===== src/verilog/boot_router_pkg.sv =====
package boot_router_pkg;

  // Clock rate and derived timing
  localparam int REF_CLK_MHZ       = 40;
  localparam int SYS_RST_PULSE_NS  = 1000;
  localparam int SYS_RST_PULSE_CYC = (SYS_RST_PULSE_NS * REF_CLK_MHZ + 999) / 1000;
  localparam int RST_CNT_W         = 6;
  localparam logic [RST_CNT_W-1:0] RST_CNT_LOAD = RST_CNT_W'(SYS_RST_PULSE_CYC);
  localparam logic [RST_CNT_W-1:0] RST_CNT_ZERO = 6'h00;

  // Local bus shape
  localparam int NUM_CS   = 7;
  localparam int BUS_W    = 16;
  localparam int NAND_W   = 4;
  localparam int BANK_W   = 3;
  localparam int GPIO_W   = 4;
  localparam int MGMT1_W  = 4;
  localparam int MGMT2_W  = 2;
  localparam int CLKSEL_W = 3;

  // Processor chip select numbers
  localparam int CS_BOOT  = 0;
  localparam int CS_EMU   = 1;
  localparam int CS_SPR_A = 2;
  localparam int CS_REGS  = 3;
  localparam int CS_SPR_B = 4;
  localparam int CS_SPR_C = 5;
  localparam int CS_SPR_D = 6;
  localparam logic [2:0] CS_REGS_NUM = 3'h3;
  localparam logic [2:0] CS_LAST_NUM = 3'h6;
  localparam logic [2:0] CS_BOOT_NUM = 3'h0;

  // Boot map codes
  localparam logic [3:0] MAP_DEFAULT   = 4'h0;
  localparam logic [3:0] MAP_EMU_BOOT  = 4'h8;
  localparam logic [3:0] MAP_NAND_BOOT = 4'h9;
  localparam int         MAP_HI_BIT    = 3;
  localparam logic [1:0] SETTLE_DONE   = 2'h3;

  // Latched address word holds A25..A10
  localparam int BANK_LSB    = 13;
  localparam int REG_IDX_LSB = 0;
  localparam int REG_IDX_W   = 2;

  // Router register indices
  localparam logic [1:0] REG_CTRL   = 2'h0;
  localparam logic [1:0] REG_CLK    = 2'h1;
  localparam logic [1:0] REG_AUX    = 2'h2;
  localparam logic [1:0] REG_STATUS = 2'h3;

  // Router register fields
  localparam int CTRL_USB_PERIPH = 0;
  localparam int CTRL_SYS_RST    = 1;
  localparam int CTRL_DBG_SRC    = 2;
  localparam int CLK_CODE_LSB    = 0;
  localparam int CLK_ARB         = 3;
  localparam int CLK_VALID       = 4;
  localparam int STAT_MAP_LSB    = 0;
  localparam int STAT_LOCKED     = 4;

  // Management mux outputs
  localparam int         MGMT2_SLOT4 = 0;
  localparam int         MGMT2_SLOT5 = 1;
  localparam logic [1:0] SEL2_SLOT4  = 2'h1;
  localparam logic [1:0] SEL2_SLOT5  = 2'h3;

  // Controller APB map
  localparam int APB_ADDR_W = 12;
  localparam int APB_DATA_W = 32;
  localparam logic [APB_ADDR_W-1:0] APB_CTRL   = 12'h000;
  localparam logic [APB_ADDR_W-1:0] APB_CMD    = 12'h004;
  localparam logic [APB_ADDR_W-1:0] APB_WDATA  = 12'h008;
  localparam logic [APB_ADDR_W-1:0] APB_STATUS = 12'h00C;
  localparam logic [APB_ADDR_W-1:0] APB_RDATA  = 12'h010;

  // Controller register fields
  localparam int HC_LEG_HARD = 0;
  localparam int HC_LEG_SOFT = 1;
  localparam int HC_AUX_HARD = 2;
  localparam int HC_AUX_SOFT = 3;
  localparam int HC_GPIO_LSB = 4;
  localparam int CMD_ADDR_LSB = 0;
  localparam int CMD_CS_LSB   = 16;
  localparam int CMD_WRITE    = 19;
  localparam int STAT_BUSY    = 0;

  // Controller sequencer states
  typedef enum logic [3:0] {
    ST_IDLE   = 4'h1,
    ST_ADDR   = 4'h2,
    ST_STROBE = 4'h4,
    ST_WAIT   = 4'h8
  } host_state_e;

endpackage


===== src/verilog/lbus_if.sv =====
`timescale 1ns/1ps
interface lbus_if;
  import boot_router_pkg::*;

  logic [NUM_CS-1:0] cs_n;
  logic              ale;
  logic [BUS_W-1:0]  ad;
  logic              rd;
  logic              wr;
  logic [BUS_W-1:0]  wdata;
  logic [BUS_W-1:0]  rdata;
  logic              ack;
  logic [GPIO_W-1:0] gpio_sel;
  logic              dbg_hard_reset_req;
  logic              dbg_soft_reset_req;
  logic              dbg2_hard_reset_req;
  logic              dbg2_soft_reset_req;

  // Router end
  modport dev (
    input  cs_n, ale, ad, rd, wr, wdata, gpio_sel,
    input  dbg_hard_reset_req, dbg_soft_reset_req, dbg2_hard_reset_req, dbg2_soft_reset_req,
    output rdata, ack
  );

  // Processor and debug end
  modport ctl (
    output cs_n, ale, ad, rd, wr, wdata, gpio_sel,
    output dbg_hard_reset_req, dbg_soft_reset_req, dbg2_hard_reset_req, dbg2_soft_reset_req,
    input  rdata, ack
  );
endinterface


===== src/verilog/boot_chip_select_router.sv =====
// The register addresses and the APB interface to the registers were chosen for this implementation.
`timescale 1ns/1ps
// Notes on behaviour
// - Codes 0000-0111: cs0 NOR, cs1 emulator, spares NAND
// - Invert A23-A25 by code for virtual banks
// - Code 1000 swaps cs0/cs1, no inversion
// - Code 1001: NAND cs2, emulator cs1, NOR others
// - Chip select three reaches internal registers
// - Processor boots over chip select zero
// - Sixteen-bit bus, upper address word latched
// - Multiplex debug resets, add own system resets
// - Legacy hard request drives power-on reset
// - Legacy soft request drives hard reset line
// - Cold and warm resets assert power-on reset
// - Hard reset line: drive low or release
// - Processor GPIO selects both management muxes
// - First mux: RGMII, slot4, slot3, slot5
// - Drive USB identification pin for peripheral mode
// - Arbitrary clock marks speed code invalid
// - Software keeps clock MHz in auxiliary register
module boot_chip_select_router (
  // Clock and reset
  input  wire logic                                  REF_CLK,
  input  wire logic                                  ARST_N,
  // Local bus and debug requests
  lbus_if.dev                                        BUS,
  // Board straps and reset requests
  input  wire logic [3:0]                            BOOT_MAP,
  input  wire logic [boot_router_pkg::CLKSEL_W-1:0]  CLK_SPEED_SW,
  input  wire logic                                  COLD_RST_REQ,
  input  wire logic                                  WARM_RST_REQ,
  // Flash selects and address
  output logic                                       NOR_CS_N,
  output logic                                       EMU_CS_N,
  output logic      [boot_router_pkg::NAND_W-1:0]    NAND_CS_N,
  output logic      [boot_router_pkg::BANK_W-1:0]    FLASH_ADDR_HI,
  // Processor resets
  output logic                                       POWER_ON_RESET_IN_N,
  output logic                                       HARD_RESET_LINE_O,
  output logic                                       HARD_RESET_LINE_OE,
  // Board control
  output logic                                       USB_ID,
  output logic      [boot_router_pkg::MGMT1_W-1:0]   MGMT1_EN,
  output logic      [boot_router_pkg::MGMT2_W-1:0]   MGMT2_EN
);
  import boot_router_pkg::*;

  localparam int SYNC_W = 4 + CLKSEL_W + 2;

  typedef struct packed {
    logic                 locked;
    logic [1:0]           settle;
    logic [3:0]           boot_map;
    logic [BUS_W-1:0]     addr_latch;
    logic                 nor_cs_n;
    logic                 emu_cs_n;
    logic [NAND_W-1:0]    nand_cs_n;
    logic [BANK_W-1:0]    fa_hi;
    logic                 por_n;
    logic                 dbg_hard_reset_req_o;
    logic                 dbg_hard_reset_req_oe;
    logic                 usb_periph;
    logic                 dbg_src;
    logic                 arbitrary;
    logic [BUS_W-1:0]     aux;
    logic [RST_CNT_W-1:0] rst_cnt;
    logic [MGMT1_W-1:0]   mgmt1;
    logic [MGMT2_W-1:0]   mgmt2;
    logic                 ack;
    logic [BUS_W-1:0]     rdata;
  } dev_state_s;

  localparam dev_state_s DEV_RESET = '{
    nor_cs_n:  1'b1,
    emu_cs_n:  1'b1,
    nand_cs_n: 4'hF,
    por_n:     1'b0,
    default:   '0
  };

  dev_state_s          s;
  dev_state_s          next_s;
  logic [SYNC_W-1:0]   pins_sync;
  logic [3:0]          pin_map;
  logic [CLKSEL_W-1:0] pin_clk;
  logic                pin_cold;
  logic                pin_warm;

  // Board pins enter through two flip-flops
  pin_sync2 #(
    .WIDTH (SYNC_W)
  ) u_pin_sync (
    .clk    (REF_CLK),
    .arst_n (ARST_N),
    .d      ({BOOT_MAP, CLK_SPEED_SW, COLD_RST_REQ, WARM_RST_REQ}),
    .q      (pins_sync)
  );

  assign {pin_map, pin_clk, pin_cold, pin_warm} = pins_sync;

  // Next-state logic
  always_comb begin
    logic             reg_hit;
    logic [1:0]       idx;
    logic [BUS_W-1:0] rd_val;
    logic             hard_sel;
    logic             soft_sel;
    logic [1:0]       sel1;
    logic [1:0]       sel2;
    reg_hit  = 1'b0;
    idx      = 2'h0;
    rd_val   = '0;
    hard_sel = 1'b0;
    soft_sel = 1'b0;
    sel1     = 2'h0;
    sel2     = 2'h0;
    next_s   = s;

    if (!s.locked) begin
      if (s.settle == SETTLE_DONE) begin
        next_s.locked   = 1'b1;
        next_s.boot_map = pin_map;
      end else begin
        next_s.settle = s.settle + 2'h1;
      end
    end

    if (BUS.ale) begin
      next_s.addr_latch = BUS.ad;
    end

    // Chip select routing, all deselected before lock
    next_s.nor_cs_n  = 1'b1;
    next_s.emu_cs_n  = 1'b1;
    next_s.nand_cs_n = '1;
    next_s.fa_hi     = s.addr_latch[BANK_LSB +: BANK_W];
    if (s.locked) begin
      if (s.boot_map == MAP_EMU_BOOT) begin
        next_s.nor_cs_n  = BUS.cs_n[CS_EMU];
        next_s.emu_cs_n  = BUS.cs_n[CS_BOOT];
        next_s.nand_cs_n = {BUS.cs_n[CS_SPR_D], BUS.cs_n[CS_SPR_C], BUS.cs_n[CS_SPR_B], BUS.cs_n[CS_SPR_A]};
      end else if (s.boot_map == MAP_NAND_BOOT) begin
        next_s.nor_cs_n  = BUS.cs_n[CS_BOOT] & BUS.cs_n[CS_SPR_B] & BUS.cs_n[CS_SPR_C] & BUS.cs_n[CS_SPR_D];
        next_s.emu_cs_n  = BUS.cs_n[CS_EMU];
        next_s.nand_cs_n = {3'h7, BUS.cs_n[CS_SPR_A]};
      end else begin
        // normal NOR boot; invalid codes land here too
        next_s.nor_cs_n  = BUS.cs_n[CS_BOOT];
        next_s.emu_cs_n  = BUS.cs_n[CS_EMU];
        next_s.nand_cs_n = {BUS.cs_n[CS_SPR_D], BUS.cs_n[CS_SPR_C], BUS.cs_n[CS_SPR_B], BUS.cs_n[CS_SPR_A]};
        // bank inversion, skipped for invalid codes
        if (!s.boot_map[MAP_HI_BIT]) begin
          next_s.fa_hi = s.addr_latch[BANK_LSB +: BANK_W] ^ s.boot_map[BANK_W-1:0];
        end
      end
    end

    // Read value of the addressed register
    idx = s.addr_latch[REG_IDX_LSB +: REG_IDX_W];
    case (idx)
      REG_CTRL: begin
        rd_val[CTRL_USB_PERIPH] = s.usb_periph;
        rd_val[CTRL_SYS_RST]    = (s.rst_cnt != RST_CNT_ZERO);
        rd_val[CTRL_DBG_SRC]    = s.dbg_src;
      end
      REG_CLK: begin
        // speed code flagged invalid when arbitrary
        rd_val[CLK_CODE_LSB +: CLKSEL_W] = pin_clk;
        rd_val[CLK_ARB]                  = s.arbitrary;
        rd_val[CLK_VALID]                = !s.arbitrary;
      end
      REG_AUX: begin
        rd_val = s.aux;
      end
      default: begin
        rd_val[STAT_MAP_LSB +: 4] = s.boot_map;
        rd_val[STAT_LOCKED]       = s.locked;
      end
    endcase

    // Reset pulse counter runs down
    if (s.rst_cnt != RST_CNT_ZERO) begin
      next_s.rst_cnt = s.rst_cnt - 6'h01;
    end

    // register space on chip select three
    reg_hit    = !BUS.cs_n[CS_REGS] && (BUS.rd || BUS.wr);
    next_s.ack = reg_hit;
    if (reg_hit) begin
      next_s.rdata = rd_val;
    end
    if (reg_hit && BUS.wr) begin
      case (idx)
        REG_CTRL: begin
          next_s.usb_periph = BUS.wdata[CTRL_USB_PERIPH];
          next_s.dbg_src    = BUS.wdata[CTRL_DBG_SRC];
          if (BUS.wdata[CTRL_SYS_RST]) begin
            next_s.rst_cnt = RST_CNT_LOAD;
          end
        end
        REG_CLK: begin
          next_s.arbitrary = BUS.wdata[CLK_ARB];
        end
        REG_AUX: begin
          next_s.aux = BUS.wdata;
        end
        default: begin
          next_s.aux = s.aux;
        end
      endcase
    end

    hard_sel = s.dbg_src ? BUS.dbg2_hard_reset_req : BUS.dbg_hard_reset_req;
    soft_sel = s.dbg_src ? BUS.dbg2_soft_reset_req : BUS.dbg_soft_reset_req;

    next_s.por_n = !(hard_sel || pin_cold || pin_warm || (s.rst_cnt != RST_CNT_ZERO));

    next_s.dbg_hard_reset_req_o  = 1'b0;
    next_s.dbg_hard_reset_req_oe = soft_sel;

    sel1         = {BUS.gpio_sel[0], BUS.gpio_sel[1]};
    next_s.mgmt1 = '0;
    next_s.mgmt1[sel1] = 1'b1;

    // Second management mux, two populated slots
    sel2                      = {BUS.gpio_sel[2], BUS.gpio_sel[3]};
    next_s.mgmt2              = '0;
    next_s.mgmt2[MGMT2_SLOT4] = (sel2 == SEL2_SLOT4);
    next_s.mgmt2[MGMT2_SLOT5] = (sel2 == SEL2_SLOT5);
  end

  // State register
  always_ff @(posedge REF_CLK or negedge ARST_N) begin
    if (!ARST_N) begin
      s <= DEV_RESET;
    end else begin
      s <= next_s;
    end
  end

  // Outputs straight from state
  assign NOR_CS_N            = s.nor_cs_n;
  assign EMU_CS_N            = s.emu_cs_n;
  assign NAND_CS_N           = s.nand_cs_n;
  assign FLASH_ADDR_HI       = s.fa_hi;
  assign POWER_ON_RESET_IN_N = s.por_n;
  assign HARD_RESET_LINE_O   = s.dbg_hard_reset_req_o;
  assign HARD_RESET_LINE_OE  = s.dbg_hard_reset_req_oe;
  assign USB_ID              = s.usb_periph;
  assign MGMT1_EN            = s.mgmt1;
  assign MGMT2_EN            = s.mgmt2;
  assign BUS.ack             = s.ack;
  assign BUS.rdata           = s.rdata;

endmodule


===== src/verilog/pin_sync2.sv =====
`timescale 1ns/1ps
module pin_sync2 #(
  parameter int WIDTH = 1
) (
  // Clock and reset
  input  wire logic             clk,
  input  wire logic             arst_n,
  // Data
  input  wire logic [WIDTH-1:0] d,
  output logic      [WIDTH-1:0] q
);

  typedef struct packed {
    logic [WIDTH-1:0] meta;
    logic [WIDTH-1:0] sync;
  } sync_s;

  sync_s s;
  sync_s next_s;

  // Two-stage shift; only the second stage is read
  always_comb begin
    next_s      = s;
    next_s.meta = d;
    next_s.sync = s.meta;
  end

  always_ff @(posedge clk or negedge arst_n) begin
    if (!arst_n) begin
      s <= '0;
    end else begin
      s <= next_s;
    end
  end

  assign q = s.sync;

endmodule


===== src/flat_wrapper.sv =====
// flat-port wrapper written by rule: the top's interface ports become plain ports
module boot_chip_select_router_flat import boot_router_pkg::*;
  (REF_CLK, ARST_N, BOOT_MAP, CLK_SPEED_SW, COLD_RST_REQ, WARM_RST_REQ, NOR_CS_N, EMU_CS_N, NAND_CS_N, FLASH_ADDR_HI, POWER_ON_RESET_IN_N, HARD_RESET_LINE_O, HARD_RESET_LINE_OE, USB_ID, MGMT1_EN, MGMT2_EN, BUS_cs_n, BUS_ale, BUS_ad, BUS_rd, BUS_wr, BUS_wdata, BUS_gpio_sel, BUS_dbg_hard_reset_req, BUS_dbg_soft_reset_req, BUS_dbg2_hard_reset_req, BUS_dbg2_soft_reset_req, BUS_rdata, BUS_ack);
  lbus_if BUS_i ();
  input  wire logic REF_CLK;
  input  wire logic ARST_N;
  input  wire logic [3:0] BOOT_MAP;
  input  wire logic [boot_router_pkg::CLKSEL_W-1:0] CLK_SPEED_SW;
  input  wire logic COLD_RST_REQ;
  input  wire logic WARM_RST_REQ;
  output logic NOR_CS_N;
  output logic EMU_CS_N;
  output logic      [boot_router_pkg::NAND_W-1:0] NAND_CS_N;
  output logic      [boot_router_pkg::BANK_W-1:0] FLASH_ADDR_HI;
  output logic POWER_ON_RESET_IN_N;
  output logic HARD_RESET_LINE_O;
  output logic HARD_RESET_LINE_OE;
  output logic USB_ID;
  output logic      [boot_router_pkg::MGMT1_W-1:0] MGMT1_EN;
  output logic      [boot_router_pkg::MGMT2_W-1:0] MGMT2_EN;
  input wire logic [$bits(BUS_i.cs_n)-1:0] BUS_cs_n;
  input wire logic [$bits(BUS_i.ale)-1:0] BUS_ale;
  input wire logic [$bits(BUS_i.ad)-1:0] BUS_ad;
  input wire logic [$bits(BUS_i.rd)-1:0] BUS_rd;
  input wire logic [$bits(BUS_i.wr)-1:0] BUS_wr;
  input wire logic [$bits(BUS_i.wdata)-1:0] BUS_wdata;
  input wire logic [$bits(BUS_i.gpio_sel)-1:0] BUS_gpio_sel;
  input wire logic [$bits(BUS_i.dbg_hard_reset_req)-1:0] BUS_dbg_hard_reset_req;
  input wire logic [$bits(BUS_i.dbg_soft_reset_req)-1:0] BUS_dbg_soft_reset_req;
  input wire logic [$bits(BUS_i.dbg2_hard_reset_req)-1:0] BUS_dbg2_hard_reset_req;
  input wire logic [$bits(BUS_i.dbg2_soft_reset_req)-1:0] BUS_dbg2_soft_reset_req;
  output wire logic [$bits(BUS_i.rdata)-1:0] BUS_rdata;
  output wire logic [$bits(BUS_i.ack)-1:0] BUS_ack;
  assign BUS_i.cs_n = BUS_cs_n;
  assign BUS_i.ale = BUS_ale;
  assign BUS_i.ad = BUS_ad;
  assign BUS_i.rd = BUS_rd;
  assign BUS_i.wr = BUS_wr;
  assign BUS_i.wdata = BUS_wdata;
  assign BUS_i.gpio_sel = BUS_gpio_sel;
  assign BUS_i.dbg_hard_reset_req = BUS_dbg_hard_reset_req;
  assign BUS_i.dbg_soft_reset_req = BUS_dbg_soft_reset_req;
  assign BUS_i.dbg2_hard_reset_req = BUS_dbg2_hard_reset_req;
  assign BUS_i.dbg2_soft_reset_req = BUS_dbg2_soft_reset_req;
  assign BUS_rdata = BUS_i.rdata;
  assign BUS_ack = BUS_i.ack;
  boot_chip_select_router u_core (.REF_CLK(REF_CLK), .ARST_N(ARST_N), .BUS(BUS_i), .BOOT_MAP(BOOT_MAP), .CLK_SPEED_SW(CLK_SPEED_SW), .COLD_RST_REQ(COLD_RST_REQ), .WARM_RST_REQ(WARM_RST_REQ), .NOR_CS_N(NOR_CS_N), .EMU_CS_N(EMU_CS_N), .NAND_CS_N(NAND_CS_N), .FLASH_ADDR_HI(FLASH_ADDR_HI), .POWER_ON_RESET_IN_N(POWER_ON_RESET_IN_N), .HARD_RESET_LINE_O(HARD_RESET_LINE_O), .HARD_RESET_LINE_OE(HARD_RESET_LINE_OE), .USB_ID(USB_ID), .MGMT1_EN(MGMT1_EN), .MGMT2_EN(MGMT2_EN));
endmodule

===== config.mk =====
export PLATFORM = sky130hd
export DESIGN_NAME = boot_chip_select_router_flat
export DESIGN_NICKNAME = d
export VERILOG_FILES = /design/src/verilog/boot_router_pkg.sv /design/src/verilog/lbus_if.sv /design/src/verilog/boot_chip_select_router.sv /design/src/verilog/pin_sync2.sv /design/src/flat_wrapper.sv
export SDC_FILE = /design/constraint.sdc
export NUM_CORES = 1
export LEC_CHECK = 0
export ABC_CLOCK_PERIOD_IN_PS = 1400
export BUFFER_PORTS_ARGS = -buffer_cell sky130_fd_sc_hd__buf_4
export CAP_MARGIN = 30
export CORE_UTILIZATION = 47
export CTS_CLUSTER_SIZE = 8
export DETAILED_ROUTE_END_ITERATION = 10
export GPL_TIMING_DRIVEN = 0
export PLACE_DENSITY_LB_ADDON = 0.25
export SETUP_SLACK_MARGIN = 0.5
export SLEW_MARGIN = 5
export SYNTH_ARGS = -nofsm -noshare
export SYNTH_HDL_FRONTEND = slang
export SYNTH_HIERARCHICAL = 1
export SYNTH_SLANG_ARGS = --single-unit

===== constraint.sdc =====
create_clock -name REF_CLK -period 1.4 [get_ports REF_CLK]
set_input_delay 0.14 -clock REF_CLK [delete_from_list [all_inputs] [get_ports REF_CLK]]
set_output_delay 0.14 -clock REF_CLK [all_outputs]
set_load 0.005 [all_outputs]

==> results.md, run 1 <==
* Status: complete, but fails checks
* Failing checks: negative hold slack, negative setup slack
* # IOs at 97
* R2r worst-path depth at 6
* Vias per Instance at 4.91
* Initial antenna violation count at 0
* First-pass GRT wire length at 13400 µm
* Simple-gate share of the synthesized area at 0.108
* CTS Buf Count at 9
* Highest Clock Rate at roughly 660 MHz
* Peak supply drop at approximately 770 µV
* DRT iter0 DRCs at 86
* RSZ-0062 raised after global routing: true
* Max Cap Viol at 0
* Post-Synth XOR/XNOR Area at 0.0168
* GRT Total Usage at 0.216
* CP dominant cell by count: buf_6
* Layout cell share with drive strength beyond 1 at 0.617
* Largest family of logic cells by synthesized area: multiplexers
* Worst-path maximum fanout at 5
* Pwr dens at ~1300 nW/µm²
* Largest net degree at the start of global routing at just under 60
* Row count at 31
* Die Span X at 90.2 µm
* Crit path DAT at about 1.8 ns
* Tightest Hold Check Type: in2async
* Layout area overhead at 61.5%
* Period utilization at 1.08
* Period minus WS final at 1.52 ns
* CTS tree: yes
* Mux contribution to synthesized area at 0.127
* Final Hold Slack at -0.294 ns
* Starting density of the core at 0.496
* Final worst setup slack at -0.118 ns
* Crit-path cells: buf_6 -> nor2b_4 -> and3b_1 -> buf_6 -> buf_4 -> mux2_2
* Slowest stage cell on the critical path: dfrtp_1
* DRT Pass-1 Iters at 4
* Setup crit start: u_core/s[60]$_DFFE_PN0P_
* Die ar. at 8140 µm²
* Synth Area in Compound Gates at 0.0407
* Slew Limit Fails at 0
* Leakage at 2.77 nW
* Max clock buf depth at 2
* Post-DP HPWL at roughly 4700 µm
* Syn Inst Count at about 280
* Worst Setup End Kind: flop
* Worst r2r dst: u_core/s[33]$_DFFE_PN0P_
* H-tree depth at 3
* Port Buf Inserts at between 80 and 90
* Setup violations, final at 20
* Avg Inst Size Synth at around 13 µm²
* Clock Sinks at 89
* Vias in the first global route at 2737
* N_diodes at 0
* Core area at ~7400 µm²
* Seq/Total Area, Yosys at 0.611
* Layout Nets at between 500 and 600
* Clk_lat worst skew at around 0.35 ns
* Startpoint Class: flop
* Synthesized cell area at between 3000 and 4000 µm²
* Post-Route Skew at 0.0110 ns
* Yosys Warn Count at 6
* Clock root buffer: clkbuf_8
* DR WL/cell at 16.4 µm
* Setup_tns at -1.71 ns
* Syn Nets at 345
* Final hold violations at 26
* Routed WL at about 9000 µm
* Commonest non-fill, non-tap cells in the layout: buf_4 (85), dfrtp_1 (78), buf_6 (77)
* Req. time, crit path at between 1.5 and 2 ns
* Post-layout util at 0.802
* #FFs+latches synth at a little under 90
* Detail Route Antenna Nets at 0
* Most common cell after layout, fill and taps aside: buf_4
* Critical path class: reg2reg
* Worst reg2reg startpoint: u_core/s[60]$_DFFE_PN0P_
* Post-Synth Adder-Cell Area at 0.0103
* Number of remaining DRC errors at 0
* Clock slew at reported path FFs at about 0.090 ns
* Worst stage delay on the critical path at about 0.38 ns
* Reg2reg setup slack at -0.12 ns
* Final Wtd Congestion at slightly above 0.7
* Routed vias at 2708
* Total congestion overflow at 0
* Die Y-Extent at around 90 µm
* Distinct cells, synth at 43
## power by group
part | internal (mW) | switching, mW
clock network | 1.01 | 0.915
logic | 1.60 | 0.921
registers | 3.01 | 0.369
total | 5.62 | 2.20
## synthesized netlist by cell type (all sizes together)
| cell | number | area share |
|---|---|---|
| dfrtp | 83 | 0.57 |
| buf | 36 | 0.077 |
| mux2 | 33 | 0.11 |
| nand2 | 33 | 0.034 |
| o21ai | 19 | 0.026 |
| nor2b | 7 | 0.014 |
| nor3 | 7 | 0.0096 |
| dfstp | 6 | 0.043 |
| inv | 6 | 0.0062 |
| xnor2 | 6 | 0.014 |
| nand2b | 4 | 0.0068 |
| nor2 | 4 | 0.0041 |
| and2 | 3 | 0.0051 |
| ha | 3 | 0.010 |
| nand3 | 3 | 0.0041 |
| or2 | 3 | 0.0051 |
| clkbuf | 2 | 0.0021 |
| mux4 | 2 | 0.012 |
| nor4 | 2 | 0.0034 |
| nor4b | 2 | 0.0065 |
| a211oi | 1 | 0.0021 |
| a21oi | 1 | 0.0014 |
| a221o | 1 | 0.0027 |
| a22oi | 1 | 0.0021 |
| a32oi | 1 | 0.0024 |
| and3b | 1 | 0.0024 |
| and4 | 1 | 0.0024 |
| conb | 1 | 0.0010 |
| mux2i | 1 | 0.0027 |
| nand4 | 1 | 0.0017 |
| nor3b | 1 | 0.0021 |
| nor4bb | 1 | 0.0027 |
| o21bai | 1 | 0.0021 |
| o31ai | 1 | 0.0021 |
| or3 | 1 | 0.0017 |
| or3b | 1 | 0.0024 |
| xor2 | 1 | 0.0024 |
## worst max-delay path by stage
stage / end / depth (start not counted)
after floorplan: u_core/s[35]$_DFFE_PN0P_ / 6
after global placement: u_core/s[44]$_DFFE_PN0P_ / 6
after detailed placement: u_core/s[39]$_DFFE_PN0P_ / 6
after CTS: u_core/s[44]$_DFFE_PN0P_ / 6
after global routing: u_core/s[33]$_DFFE_PN0P_ / 6
final: u_core/s[33]$_DFFE_PN0P_ / 6
## cells by family (layout without fill, tap and decap cells)
| family | count (synthesis) | count (layout) |
|---|---|---|
| compound gates | 26 | 26 |
| xor+xnor | 7 | 7 |
| fa+ha+maj | 3 | 3 |
| mux | 36 | 36 |
| simple gates | 75 | 75 |
| other cells | 1 | 1 |
| buf+inv | 44 | 215 |
| flops | 89 | 89 |
## area by class of cell
type	instances	area, µm²
buffer	38	417
clock buffer	11	131
clock inverter	5	81.3
fill	411	1460
inverter	6	22.5
multi-input combinational	148	1440
sequential	89	2240
tap	99	124
timing repair buffer	155	1450
## through the flow
| stage | power (mW) | setup slack, ns | cell area [µm²] | instances | hold WS, ns |
|---|---|---|---|---|---|
| after floorplan | 4.27 | -0.0752 | 3730 | 281 | -0.156 |
| after global placement | 4.79 | -0.189 | 4490 | 464 | 0.249 |
| after detailed placement | 4.87 | -0.211 | 4510 | 465 | 0.109 |
| after CTS | 7.40 | -0.0767 | 5600 | 527 | -0.283 |
| after global routing | 8.14 | -0.164 | 5910 | 551 | -0.272 |
| final | 7.82 | -0.118 | 5910 | 551 | -0.294 |
## sequential cells by signal, summed over array words and instances, names as in the netlist
signal / count
u_core/s: 36
u_core/BUS.rdata: 16
u_core/u_pin_sync/next_s: 9
u_core/u_pin_sync/q: 9
u_core/MGMT1_EN: 4
u_core/NAND_CS_N: 4
u_core/FLASH_ADDR_HI: 3
u_core/MGMT2_EN: 2
u_core/BUS.ack: 1
u_core/EMU_CS_N: 1
u_core/HARD_RESET_LINE_OE: 1
u_core/NOR_CS_N: 1
u_core/POWER_ON_RESET_IN_N: 1
u_core/USB_ID: 1
## layer usage
| metal | share of wire | track usage |
|---|---|---|
| met5 | 0 | 0 |
| met4 | 0.026 | 0.105 |
| met3 | 0.041 | 0.0491 |
| met2 | 0.55 | 0.377 |
| met1 | 0.38 | 0.250 |
## repair_timing
action,4_1_cts,5_1_grt
hold buffers,20,2
resized for setup,118,37
pin swaps,12,13
hold endpoints to repair,47,28
cloned,0,1
buffers inserted,26,21
setup endpoints to repair,92,95
## critical path: cells and delay by family (launching register included)
kind	cells	cell delay, ns
buf+inv	3	0.40
simple gates	2	0.30
flops	1	0.38
mux	1	0.32
Note: power is estimated with default switching activity, not from simulation.
==> inputs of run 2 (changes only) <==
Settings changed: ABC_AREA set to 1.
==> run 2 against run 1 <==
  * Largest power group unchanged
  * Highest routed layer unchanged
  * Final cell count is 20% higher
  * Critical endpoint is now u_core/s[39]$_DFFE_PN0P_
  * Worst hold slack better by 0.072 ns
  * The run ends with negative hold slack left
  * Clock skew is 0.0029 ns higher
  * Critical path depth is 1 higher
==> results.md, run 2 <==
* Status: complete, but fails checks (unchanged)
* Failing checks: negative hold slack (was negative hold slack, negative setup slack)
* Req. time, crit path at 1.69 ns (was 1.64 ns)
* Detail Route Antenna Nets at 0 (unchanged)
* Syn Nets at 455 (was 345)
* Starting density of the core at 0.498 (was 0.496)
* Yosys top cell area share at 0.563 (was 0.568)
* Initial antenna violation count at 0 (unchanged)
* Setup violations, final at 0 (was 20)
* GRT Total Usage at 0.220 (was 0.216)
* Final worst setup slack at 0.157 ns (was -0.118 ns)
* Clock slew at reported path FFs at 0.09 ns (about the same)
* Synth Area in Compound Gates at 0.0295 (was 0.0407)
* Clock Sinks at 89 (unchanged)
* Post-Synth XOR/XNOR Area at 0.0166 (was 0.0168)
* Clk_lat worst skew at 0.35 ns (about the same)
* Worst Setup End Kind: flop (unchanged)
* Yosys Warn Count at 6 (unchanged)
* Die ar. at 8200 µm² (was 8140 µm²)
* Post-synth EDFFs at 0 (unchanged)
* #FFs+latches synth at 89 (unchanged)
* Final hold violations at 42 (was 26)
* Number of remaining DRC errors at 0 (unchanged)
* Slew Limit Fails at 0 (unchanged)
* Routed WL at 9090 µm (was 9020 µm)
* DRT Pass-1 Iters at 4 (unchanged)
* Distinct cells, synth at 26 (was 43)
* Pwr dens at 1250 nW/µm² (was 1320 nW/µm²)
* Mux contribution to synthesized area at 0 (was 0.127)
* Design area at 5860 µm² (was 5910 µm²)
* DR WL/cell at 13.8 µm (was 16.4 µm)
* H-tree depth at 3 (unchanged)
* Post-synth top cells: nand2_1 (142), dfrtp_1 (83), buf_4 (30), inv_1 (30), nand3_1 (28) (was dfrtp_1 (83), nand2_1 (33), buf_4 (30), mux2_2 (23), o21ai_0 (19))
* Largest family of logic cells by synthesized area: simple AND/OR/NAND/NOR gates (was multiplexers)
* Worst stage delay on the critical path at 0.45 ns (was 0.38 ns)
* Placed cell areas at 4550 µm² (was 4510 µm²)
* Period utilization at 0.888 (was 1.08)
* CTS tree: yes (unchanged)
* Port Buf Inserts at 83 (was 84)
* Clock root buffer: clkbuf_8 (unchanged)
* Synthesized cell area at 3690 µm² (was 3660 µm²)
* Tightest Hold Check Type: in2async (unchanged)
* CTS Buf Count at 9 (unchanged)
* Post-layout util at 0.791 (was 0.802)
* Max clock buf depth at 2 (unchanged)
* N_diodes at 0 (unchanged)
* Die Y-Extent at 90.6 µm (was 90.2 µm)
* Layout area overhead at 59.1% (was 61.5%)
* Biggest register: u_core/s (unchanged)
* Slowest stage cell on the critical path: dfrtp_2 (was dfrtp_1)
* Post-Synth Adder-Cell Area at 0.0102 (was 0.0103)
* Ys async rst share at 1.00 (unchanged)
* Vias per Instance at 4.80 (was 4.91)
* Final Wtd Congestion at 0.788 (was 0.715)
* Worst slew margin at 0.633
* Seq/Total Area, Yosys at 0.606 (was 0.611)
* RSZ-0062 raised after global routing: true (unchanged)
* Layout cell share with drive strength beyond 1 at 0.434 (was 0.617)
* Startpoint Class: flop (unchanged)
* Worst slew pin tran at 0.551 ns
* Highest Clock Rate at 804 MHz (was 659 MHz)
* Post-Route Skew at 0.0139 ns (was 0.0110 ns)
* R2r worst-path depth at 7 (was 6)
* Placed cell count at 574 (was 465)
* Largest net degree at the start of global routing at 48 (was 59)
* Core area at 7410 µm² (was 7370 µm²)
* CP Depth at 7 (was 6)
* Largest area contributor in the netlist: dfrtp_1 (unchanged)
* Die Span X at 90.6 µm (was 90.2 µm)
* Post-DP HPWL at 5110 µm (was 4710 µm)
* Period minus WS final at 1.24 ns (was 1.52 ns)
* Post-synth top flop: dfrtp_1 (unchanged)
* Row count at 31 (unchanged)
* Max reg flops at 36 (unchanged)
* Commonest non-fill, non-tap cells in the layout: nand2_1 (134), buf_4 (79), dfrtp_1 (79) (was buf_4 (85), dfrtp_1 (78), buf_6 (77))
* Buf/Inv on CP at 3 (unchanged)
* Layout Nets at 619 (was 511)
* # IOs at 97 (unchanged)
* Setup_tns at 0 ns (was -1.71 ns)
* Final Instance Count excl. Fillers at 659 (was 551)
* Peak supply drop at 687 µV (was 773 µV)
* Critical path class: reg2reg (unchanged)
* Avg Inst Size Synth at 9.43 µm² (was 13.0 µm²)
* Crit-path cells: inv_4 -> nor2_8 -> inv_2 -> nor2_4 -> buf_6 -> nand2_1 -> nand2_1 (was buf_6 -> nor2b_4 -> and3b_1 -> buf_6 -> buf_4 -> mux2_2)
* Simple-gate share of the synthesized area at 0.229 (was 0.108)
* Syn Inst Count at 391 (was 281)
* Routed vias at 3160 (was 2708)
* Total congestion overflow at 0 (unchanged)
* Max Cap Viol at 0 (unchanged)
* Leakage at 3.02 nW (was 2.77 nW)
* Vias in the first global route at 3083 (was 2737)
* Pre-CTS setup slack at 0.148 ns (was -0.211 ns)
* Most common cell after layout, fill and taps aside: nand2_1 (was buf_4)
* Area contributors post-synth: dfrtp_1 (56%), nand2_1 (14%), buf_4 (6.1%) (was dfrtp_1 (57%), mux2_2 (7.1%), buf_4 (6.2%))
* Crit path DAT at 1.53 ns (was 1.75 ns)
* DRT iter0 DRCs at 183 (was 86)
* Worst-path maximum fanout at 10 (was 5)
* Final Hold Slack at -0.221 ns (was -0.294 ns)
* First-pass GRT wire length at 14100 µm (was 13400 µm)
* Crit path max-delay family: flip-flops (was buffers and inverters)
* CP dominant cell by count: nand2_1 (was buf_6)
* Count leader, synth: nand2_1 (was dfrtp_1)
-- run 2: what timing repair did --
item | CTS | global route
hold buffers | 32 | 1
buffers inserted | 24 | 12
endpoints found under the setup margin | 92 | 92
endpoints found under the hold margin | 74 | 43
pin swaps | 31 | 24
resized for setup | 106 | 31
-- run 2: metal layers --
metal | global-route usage | part of all wire
met1 | 0.289 | 0.41
met2 | 0.366 | 0.52
met3 | 0.0412 | 0.046
met4 | 0.0806 | 0.016
met5 | 0 | 0
-- run 2: final cells by class --
class                   instances  area [µm²]
clock buffers                  13         139
multi-input cells             232        1320
inverters                      33         141
repair buffers                153        1420
plain buffers                  37         392
well taps                      99         124
fillers                       443        1550
clock inverters                 3        90.1
flip-flops and latches         89        2240
-- run 2: power by group --
group / switching, mW / internal [mW] / total, mW / leakage, nW
clock: 0.853 / 1.19 / 2.04 / 0.112
combinational: 0.867 / 1.11 / 1.98 / 1.83
sequential: 0.324 / 2.97 / 3.29 / 1.08
-- run 2: metrics by stage --
| step | total power, mW | hold WS (ns) |
|---|---|---|
| after floorplan | 4.13 | -0.156 |
| after global placement | 4.60 | 0.249 |
| after detailed placement | 4.68 | 0.168 |
| after CTS | 7.18 | -0.212 |
| after global routing | 7.70 | -0.185 |
| final | 7.31 | -0.221 |
-- run 2: worst paths after layout --
kind	start	endpoint	slack, ns
min in group REF_CLK	BUS_wdata[0]	u_core/USB_ID$_DFFE_PN0P_	0
max in group asynchronous	ARST_N	u_core/NOR_CS_N$_DFF_PN1_	0.96
max	u_core/s[61]$_DFFE_PN0P_	u_core/s[39]$_DFFE_PN0P_	0.16
max reg2reg	u_core/s[61]$_DFFE_PN0P_	u_core/s[39]$_DFFE_PN0P_	0.16
min reg2reg	u_core/u_pin_sync/next_s[8]$_DFF_PN0_	u_core/u_pin_sync/q[8]$_DFF_PN0_	0.35
min	ARST_N	u_core/MGMT2_EN[1]$_DFF_PN0_	-0.22
-- run 2: cells by family (layout without fill, tap and decap cells) --
logic type / count (synthesis) / after routing
compound gates: 20 / 20
xor+xnor: 7 / 7
fa+ha+maj: 3 / 3
buf+inv: 70 / 239
flops: 89 / 89
other cells: 1 / 1
simple gates: 201 / 201
